### config.mk
export PLATFORM = sky130hd
export DESIGN_NAME = iam_core
export DESIGN_NICKNAME = d
export VERILOG_FILES = /design/src/iam_core.v /design/src/iam_sync.v
export VERILOG_INCLUDE_DIRS = /design/src
export SDC_FILE = /design/constraint.sdc
export NUM_CORES = 1
export LEC_CHECK = 0
export BUFFER_PORTS_ARGS = -buffer_cell sky130_fd_sc_hd__buf_2
export CAP_MARGIN = 30
export CORE_MARGIN = 2
export CORE_UTILIZATION = 60
export DETAILED_ROUTE_END_ITERATION = 6
export PLACE_DENSITY = 0.81
export SYNTH_ARGS = -nofsm -noshare
export SYNTH_HDL_FRONTEND = slang
export SYNTH_SLANG_ARGS = --single-unit
### constraint.sdc
create_clock -name clock -period 2.7 [get_ports clock]
set_input_delay 0.27 -clock clock [delete_from_list [all_inputs] [get_ports clock]]
set_output_delay 0.27 -clock clock [all_outputs]
set_load 0.005 [all_outputs]
### src/iam_defs.vh
// Constants for the two-wire slave address matcher with SMBus timeouts.
`ifndef IAM_DEFS_VH
`define IAM_DEFS_VH
// Ten-bit address header pattern, upper five bits of the first byte.
`define IAM_TENBIT_HDR 5'h1E
`define IAM_GENERAL_CALL 7'h00
`define IAM_ALERT_RESPONSE 7'h0C
// Clock-low timeout in microseconds and the module clock in MHz.
`define IAM_CLK_MHZ 50
`define IAM_TLOW_US 35000
`define IAM_TLOW_CYC (`IAM_TLOW_US * `IAM_CLK_MHZ)
// Bus-high idle time in microseconds (50 us).
`define IAM_THIGH_US 50
`define IAM_THIGH_CYC (`IAM_THIGH_US * `IAM_CLK_MHZ)
// Cumulative extension limits in microseconds.
`define IAM_MASTER_EXTEND_TIMEOUT_US 10000
`define IAM_SLAVE_EXTEND_TIMEOUT_US 25000
`define IAM_MASTER_EXTEND_TIMEOUT_CYC (`IAM_MASTER_EXTEND_TIMEOUT_US * `IAM_CLK_MHZ)
`define IAM_SLAVE_EXTEND_TIMEOUT_CYC (`IAM_SLAVE_EXTEND_TIMEOUT_US * `IAM_CLK_MHZ)
`endif

### src/iam_core.v
// Slave address recognition and SMBus timeout monitor of a two-wire controller.
`include "iam_defs.vh"
`default_nettype none
module iam_core #(
  parameter integer TLOW_CYC = `IAM_TLOW_CYC,
  parameter integer THIGH_CYC = `IAM_THIGH_CYC,
  parameter integer MASTER_EXTEND_TIMEOUT_CYC = `IAM_MASTER_EXTEND_TIMEOUT_CYC,
  parameter integer SLAVE_EXTEND_TIMEOUT_CYC = `IAM_SLAVE_EXTEND_TIMEOUT_CYC,
  parameter integer CW = 22
) (
  // Clock and reset
  input wire clock,
  input wire nrst,
  // Bus pins
  input wire scl_in,
  output wire scl_out,
  output wire scl_oe,
  input wire sda_in,
  output wire sda_out,
  output wire sda_oe,
  // Configuration
  input wire module_enable,
  input wire [6:0] primary_address,
  input wire [2:0] upper_address,
  input wire address_extension_enable,
  input wire general_call_enable,
  input wire alert_response_enable,
  input wire second_address_enable,
  input wire [6:0] second_address,
  input wire range_match_enable,
  input wire [6:0] range_address,
  input wire fast_ack_enable,
  input wire transmit_ack_select,
  input wire ack_release,
  input wire [CW-1:0] data_low_limit,
  input wire master_active,
  input wire master_extending,
  input wire [7:0] transmit_data,
  // Status
  output reg addressed_as_slave_flag,
  output reg slave_transmit,
  output reg transfer_complete_flag,
  output reg data_invalid,
  output reg [7:0] receive_data,
  output reg bus_busy,
  output reg bus_high_timeout_flag,
  output reg data_low_timeout_flag,
  output reg clock_low_timeout_flag,
  output reg master_extend_timeout,
  output reg slave_extend_timeout,
  output reg common_interrupt_flag,
  output reg master_stop_request,
  input wire flag_clear
);
  // ********************
  // Line sampling
  // ********************
  wire scl_q, sda_q, scl_rise, scl_fall, sda_rise, sda_fall;
  iam_sync u_scl (.clock(clock), .nrst(nrst), .line_in(scl_in), .line_q(scl_q), .rise(scl_rise), .fall(scl_fall));
  iam_sync u_sda (.clock(clock), .nrst(nrst), .line_in(sda_in), .line_q(sda_q), .rise(sda_rise), .fall(sda_fall));
  wire start_det = sda_fall & scl_q;
  wire stop_det = sda_rise & scl_q;

  // ********************
  // Slave sequencer
  // ********************
  localparam [2:0] ST_IDLE = 3'h0, ST_ADDR = 3'h1, ST_ADDR2 = 3'h2, ST_RX = 3'h3, ST_TX = 3'h4;
  reg [2:0] state_q;
  reg [3:0] bit_q;
  reg [7:0] shift_q;
  reg ack_q, ten_sel_q, hold_q, tx_nack_q;
  reg [CW-1:0] low_cnt_q, high_cnt_q, dlow_cnt_q, master_extend_timeout_cnt_q, slave_extend_timeout_cnt_q;
  reg slt_hold_q;
  wire [7:0] byte_in = shift_q;
  wire slt_event = (low_cnt_q == TLOW_CYC[CW-1:0] - 1'b1) & ~scl_q;
  wire byte_edge = scl_fall & (bit_q == 4'h8);
  wire dlow_hit = scl_q & ~sda_q & (data_low_limit != {CW{1'b0}}) & (dlow_cnt_q == data_low_limit - 1'b1);
  wire master_extend_timeout_hit = (master_extend_timeout_cnt_q == MASTER_EXTEND_TIMEOUT_CYC[CW-1:0]) & ~master_extend_timeout;
  wire slave_extend_timeout_hit = (slave_extend_timeout_cnt_q == SLAVE_EXTEND_TIMEOUT_CYC[CW-1:0]) & ~slave_extend_timeout;

  // Seven-bit compare of the incoming byte.
  wire [6:0] a7 = byte_in[7:1];
  wire m_prim = (a7 == primary_address) & ~address_extension_enable;
  wire m_gc = general_call_enable & (a7 == `IAM_GENERAL_CALL);
  wire m_al = alert_response_enable & (a7 == `IAM_ALERT_RESPONSE);
  wire m_sec = second_address_enable & (a7 == second_address);
  wire m_rng_self = (range_address != 7'h00) & (a7 == range_address);
  wire m_rng = range_match_enable & (a7 > primary_address) & (a7 < range_address);
  wire m7 = (m_prim | m_gc | m_al | m_sec | m_rng_self | m_rng) & ~byte_in[0];
  wire hdr = (byte_in[7:3] == `IAM_TENBIT_HDR) & address_extension_enable;
  wire hdr_match = hdr & (byte_in[2:1] == upper_address[2:1]);
  wire low_match = (byte_in == {upper_address[0], primary_address});

  always @(posedge clock or negedge nrst) begin
    if (!nrst) begin
      state_q <= ST_IDLE;
      bit_q <= 4'h0;
      shift_q <= 8'h00;
      ack_q <= 1'b0;
      ten_sel_q <= 1'b0;
      hold_q <= 1'b0;
      tx_nack_q <= 1'b0;
      addressed_as_slave_flag <= 1'b0;
      slave_transmit <= 1'b0;
      transfer_complete_flag <= 1'b0;
      data_invalid <= 1'b0;
      receive_data <= 8'h00;
    end else begin
      transfer_complete_flag <= 1'b0;
      if (!module_enable || slt_event) begin
        state_q <= ST_IDLE;
        ack_q <= 1'b0;
        hold_q <= 1'b0;
        ten_sel_q <= 1'b0;
        slave_transmit <= 1'b0;
        addressed_as_slave_flag <= 1'b0;
      end else if (stop_det) begin
        state_q <= ST_IDLE;
        ten_sel_q <= 1'b0;
        ack_q <= 1'b0;
        slave_transmit <= 1'b0;
        addressed_as_slave_flag <= 1'b0;
      end else if (start_det) begin
        state_q <= ST_ADDR;
        bit_q <= 4'hF;
        ack_q <= 1'b0;
        tx_nack_q <= 1'b0;
      end else if (hold_q) begin
        if (ack_release) begin
          hold_q <= 1'b0;
          ack_q <= ~transmit_ack_select;
        end
      end else if (scl_rise && bit_q < 4'h8) begin
        shift_q <= {shift_q[6:0], sda_q};
      end else if (scl_fall && state_q != ST_IDLE) begin
        if (bit_q == 4'h7) begin
          bit_q <= 4'h8;
          case (state_q)
            ST_ADDR: begin
              if (hdr_match && !byte_in[0]) begin
                ack_q <= 1'b1;
                data_invalid <= 1'b1;
                transfer_complete_flag <= 1'b1;
                state_q <= ST_ADDR2;
              end else if (hdr_match && byte_in[0] && ten_sel_q) begin
                ack_q <= 1'b1;
                slave_transmit <= 1'b1;
                addressed_as_slave_flag <= 1'b1;
                state_q <= ST_TX;
              end else if (m7) begin
                ack_q <= 1'b1;
                addressed_as_slave_flag <= 1'b1;
                slave_transmit <= 1'b0;
                ten_sel_q <= 1'b0;
                state_q <= ST_RX;
              end else begin
                ten_sel_q <= 1'b0;
                slave_transmit <= 1'b0;
                addressed_as_slave_flag <= 1'b0;
                state_q <= ST_IDLE;
              end
            end
            ST_ADDR2: begin
              if (low_match) begin
                ack_q <= 1'b1;
                ten_sel_q <= 1'b1;
                addressed_as_slave_flag <= 1'b1;
                data_invalid <= 1'b0;
                state_q <= ST_RX;
              end else begin
                state_q <= ST_IDLE;
              end
            end
            ST_RX: begin
              receive_data <= byte_in;
              if (fast_ack_enable) begin
                hold_q <= 1'b1;
                transfer_complete_flag <= 1'b1;
              end else begin
                ack_q <= 1'b1;
              end
            end
            default: begin
              ack_q <= 1'b0;
            end
          endcase
        end else if (bit_q == 4'h8) begin
          bit_q <= 4'h0;
          ack_q <= 1'b0;
          if (!(state_q == ST_RX && fast_ack_enable)) begin
            transfer_complete_flag <= 1'b1;
          end
        end else begin
          bit_q <= bit_q + 4'h1;
        end
      end else if (scl_rise && bit_q == 4'h8 && state_q == ST_TX) begin
        tx_nack_q <= sda_q;
      end
    end
  end

  // Transmit bit comes from the data byte, msb first.
  wire tx_bit = transmit_data[3'h7 - bit_q[2:0]];
  wire drive_sda_low = ack_q | (state_q == ST_TX && bit_q < 4'h8 && !tx_bit && !tx_nack_q);
  assign sda_out = 1'b0;
  assign sda_oe = drive_sda_low & ~slt_hold_q & module_enable;
  assign scl_out = 1'b0;
  assign scl_oe = hold_q & ~scl_q & ~slt_hold_q & module_enable;

  // ********************
  // Timeout counters
  // ********************

  always @(posedge clock or negedge nrst) begin
    if (!nrst) begin
      low_cnt_q <= {CW{1'b0}};
      high_cnt_q <= {CW{1'b0}};
      dlow_cnt_q <= {CW{1'b0}};
      master_extend_timeout_cnt_q <= {CW{1'b0}};
      slave_extend_timeout_cnt_q <= {CW{1'b0}};
      slt_hold_q <= 1'b0;
      bus_busy <= 1'b0;
      bus_high_timeout_flag <= 1'b0;
      data_low_timeout_flag <= 1'b0;
      clock_low_timeout_flag <= 1'b0;
      master_extend_timeout <= 1'b0;
      slave_extend_timeout <= 1'b0;
      common_interrupt_flag <= 1'b0;
      master_stop_request <= 1'b0;
    end else if (!module_enable) begin
      low_cnt_q <= {CW{1'b0}};
      high_cnt_q <= {CW{1'b0}};
      dlow_cnt_q <= {CW{1'b0}};
      slt_hold_q <= 1'b0;
      bus_busy <= 1'b0;
      master_stop_request <= 1'b0;
    end else begin
      // The low, bus-high and data-low counters restart as soon as the watched condition ends.
      if (scl_q) begin
        low_cnt_q <= {CW{1'b0}};
        slt_hold_q <= 1'b0;
      end else if (!slt_event) begin
        low_cnt_q <= low_cnt_q + 1'b1;
      end else begin
        slt_hold_q <= 1'b1;
      end
      if (scl_q && sda_q) begin
        if (high_cnt_q < THIGH_CYC[CW-1:0]) begin
          high_cnt_q <= high_cnt_q + 1'b1;
        end
      end else begin
        high_cnt_q <= {CW{1'b0}};
      end
      // Bus-high flag follows the line state and falls by itself.
      bus_high_timeout_flag <= scl_q & sda_q & (high_cnt_q == THIGH_CYC[CW-1:0]);
      if (start_det) begin
        bus_busy <= 1'b1;
      end else if (stop_det || bus_high_timeout_flag) begin
        bus_busy <= 1'b0;
      end
      if (scl_q && !sda_q) begin
        if (dlow_cnt_q != data_low_limit) begin
          dlow_cnt_q <= dlow_cnt_q + 1'b1;
        end
      end else begin
        dlow_cnt_q <= {CW{1'b0}};
      end
      // Extension time accumulates while this end stretches the clock low.
      if (byte_edge || start_det || stop_det) begin
        master_extend_timeout_cnt_q <= {CW{1'b0}};
      end else if (master_active && master_extending && !scl_q) begin
        master_extend_timeout_cnt_q <= master_extend_timeout_cnt_q + 1'b1;
      end
      if (start_det || stop_det) begin
        slave_extend_timeout_cnt_q <= {CW{1'b0}};
      end else if (hold_q && !scl_q) begin
        slave_extend_timeout_cnt_q <= slave_extend_timeout_cnt_q + 1'b1;
      end
      // Hardware sets win over software clears.
      if (slt_event || master_extend_timeout_hit || slave_extend_timeout_hit) begin
        clock_low_timeout_flag <= 1'b1;
      end else if (flag_clear) begin
        clock_low_timeout_flag <= 1'b0;
      end
      if (master_extend_timeout_hit) begin
        master_extend_timeout <= 1'b1;
      end else if (flag_clear) begin
        master_extend_timeout <= 1'b0;
      end
      if (slave_extend_timeout_hit) begin
        slave_extend_timeout <= 1'b1;
      end else if (flag_clear) begin
        slave_extend_timeout <= 1'b0;
      end
      if (dlow_hit) begin
        data_low_timeout_flag <= 1'b1;
      end else if (flag_clear) begin
        data_low_timeout_flag <= 1'b0;
      end
      if (dlow_hit || slt_event || transfer_complete_flag || (addressed_as_slave_flag && byte_edge)) begin
        common_interrupt_flag <= 1'b1;
      end else if (flag_clear) begin
        common_interrupt_flag <= 1'b0;
      end
      if (master_active && (slt_event || master_extend_timeout_hit)) begin
        master_stop_request <= 1'b1;
      end else if (!master_active || stop_det) begin
        master_stop_request <= 1'b0;
      end
    end
  end
endmodule // iam_core
`default_nettype wire

### src/iam_sync.v
// Two-flop synchroniser with edge detection on the second stage.
`default_nettype none
module iam_sync (
  // Clock and reset
  input wire clock,
  input wire nrst,
  // Line in and out
  input wire line_in,
  output reg line_q,
  output wire rise,
  output wire fall
);
  reg meta_q;
  reg prev_q;
  always @(posedge clock or negedge nrst) begin
    if (!nrst) begin
      meta_q <= 1'b1;
      line_q <= 1'b1;
      prev_q <= 1'b1;
    end else begin
      meta_q <= line_in;
      line_q <= meta_q;
      prev_q <= line_q;
    end
  end
  assign rise = line_q & ~prev_q;
  assign fall = ~line_q & prev_q;
endmodule // iam_sync
`default_nettype wire

==> qor.txt <==
Postcts setup bufs - 0
Logic pwr share - 17.2%
Initial antenna violation count - 1
Data required time at the worst endpoint - 2.43 ns
Top Layer Used - met4
Clock transition at path regs - 0.07 ns
Minimum clock period - 2.51 ns
CTS Buf Count - 17
Cell Rows - 45
CP endpoint kind - output port
PortBufs - 91
Vert. Die Dim - 128 um
Synth unique cells - 65
Tcrit/Tclk final - 93.0%
Crit path max fanout - 10
Vias per inst - 5.98
Worst EP arrival - 2.24 ns
Total grt overflow - 0
Sequential power share - 44.2%
Final setup vio count - 0
Pwr dens - 572 mW/mm^2
Most frequent cells in the layout - 149 x dfrtp_1, 146 x nor2_1, 90 x buf_2
Routed Antenna Nets - 0
Core box area - 0.0151 mm^2
Outcome - completed
Synth area leaders - dfrtp_1 41%, xnor2_1 7.0%, nor2_1 5.9%, xor2_1 4.4%, nand2_1 3.4%
CTS Buffer Depth - 2
Clock share of power - 38.7%
P_sw - 1.82 mW
Max-slew violations - 0
Post-synth EDFFs - 0
Slew @ Worst Pin - 0.799 ns
Final core utilization - 70.0%
Net Sw Frac - 30.1%
HPWL Detailed - 15,900 um
WS Path Type - reg -> out
Setup TNS - 0 ns
Synth Cell Area - 0.00921 mm^2
F_max - 398 MHz
Via count - 8,002
Worst ir drop on vdd - 0.460 mV
Met3 routed WL - 1230 um
Die width - 128 um
Most common cell after layout, fill and taps aside - dfrtp_1
DRC - 0
Synthesized area per cell - 8.90 um^2
Drt pass-1 iters - 6
Seq/Total Area, Yosys - 42.5%
Internal - 4.23 mW
Gr usage total - 28.1%
Final Hold Violating Endpoints - 0
Async SR Flop Fraction - 100%
Yosys reg bits - 156
YS warnings - 0
Max Cap Viol - 0
Top_reg_cell synth - dfrtp_1
Leakage - 4.58 nW
Number of global-route vias before repair - 7,713
Fill cells - 1,171
Met2 wire length - 10,200 um
Hold WC Path Type - in -> reg
Die area - 0.0164 mm^2
Area delta synth->final - 14.7%
Clock Skews - 0.00871 ns
Synth Instances - 1,035
First-pass GRT wire length - 37,000 um
Wirelength per Cell - 16.1 um
Relative slew slack - 46.6%
RePlAce Congestion - 0.976
Routed WL - 21,600 um
CTS root buf - clkbuf_16
IO Count - 94
Initial Utilization - 61.1%
Num Clock Sinks - 156
Share of cells above drive strength 1 - 16.2%
Htree depth - 4
Worst-skew pair later-pin latency - 0.43 ns
Unrepaired setup endpoints after global routing - false
Post-Route M1 WL - 9750 um
CTS tree - built
Startpoint Class - flop
Share of the synthesized area in the top cell type - 40.7%
Largest net degree at the start of global routing - 75
Initial drt markers - 590
Biggest area consumer among synthesized cells - dfrtp_1
# nets final - 1,232
cells by family (layout without fill, tap and decap cells):
group / after synthesis / after routing / share of synthesized area (%)
and+or+nand+nor: 488 / 488 / 27.0
DFF: 156 / 156 / 42.5
AOI/OAI and AO/OA: 146 / 146 / 9.66
xor gates and xnor gates: 120 / 120 / 11.4
buffers and inverters: 79 / 193 / 3.40
adders and majority gates: 25 / 25 / 3.40
muxes: 20 / 20 / 2.65
other: 1 / 3 / 0.0407
registers in the layout (all words and copies together), names as in the netlist, 3 cells and up:
| name | flops |
|---|---|
| dlow_cnt_q | 22 |
| receive_data | 8 |
| high_cnt_q | 22 |
| state_q | 3 |
| slave_extend_timeout_cnt_q | 22 |
| bit_q | 4 |
| byte_in | 8 |
| master_extend_timeout_cnt_q | 22 |
| low_cnt_q | 22 |
cell type report:
class                   instances  area [um^2]  share of cell area [%]
well taps                     188          235                    2.23
clock inverters                15          149                    1.41
inverters                      42          158                    1.49
multi-input cells             801         4990                    47.2
clock buffers                  17          425                    4.03
flip-flops and latches        156         3910                    37.0
diodes                          1         2.50                  0.0237
repair buffers                119          692                    6.55
synthesized netlist by cell type (17+ instances only):
cell type	number
nand3_1	52
xnor2_1	74
dfrtp_1	150
or3_1	21
nand4_1	39
and3_1	17
ha_1	25
clkbuf_1	26
o21ai_0	38
nor3_1	36
nand2_1	84
xor2_1	46
nor4_1	26
inv_1	42
nor2_1	146
a21oi_1	48
power by group through the flow:
stage	Clock [mW]	Combinational (mW)	Sequential [mW]
global placement	0	1.01	2.71
floorplan	0	0.818	2.56
CTS	2.38	1.04	2.67
global route	2.48	1.18	2.70
finish	2.34	1.04	2.67
detailed placement	0	1.03	2.71
metrics by stage:
stage	setup WS (ns)	area (um^2)	hold WS [ns]	cells	power, mW
global placement	0.292	9960	0.251	1303	3.71
CTS	0.208	10600	0.115	1338	6.09
global route	0.0289	10600	0.116	1339	6.35
floorplan	0.537	9220	-0.0256	1036	3.37
finish	0.188	10600	0.140	1339	6.04
detailed placement	0.241	9960	0.257	1303	3.74
path summary, 6_finish.rpt:
path | cells past startpoint | start | endpoint | slack (ns)
setup / recovery | 5 | bit_q[0] | sda_oe | 0.19
hold / removal | 2 | master_active | master_stop_request | 0.14
setup reg to reg | 6 | u_sda.prev_q | slave_extend_timeout_cnt_q[21] | 0.24
hold reg to reg | 0 | u_scl.meta_q | u_scl.line_q | 0.37
max in group asynchronous | 3 | nrst | u_scl.prev_q | 1.48
min in group asynchronous | 2 | nrst | dlow_cnt_q[4] | 0.35
metal layers:
metal	global-route usage [%]	vias up
li1	-	3870
met4	8.14	0
met5	0	-
met2	45.5	249
met3	6.22	38
met1	38.5	3845
critical path, cell delays in order, from the launching register on:
cell,delay (ns)
dfrtp_1,0.57
mux4_2,0.55
nand2_1,0.09
a31oi_1,0.11
nor3_1,0.31
buf_2,0.19
what timing repair did:
item                       CTS  global route
setup endpoints to repair    0             1
hold endpoints to repair    52             0
hold buffers                 3             0
resized for setup            0             2
No activity file was read; power rests on OpenSTA's default activity.
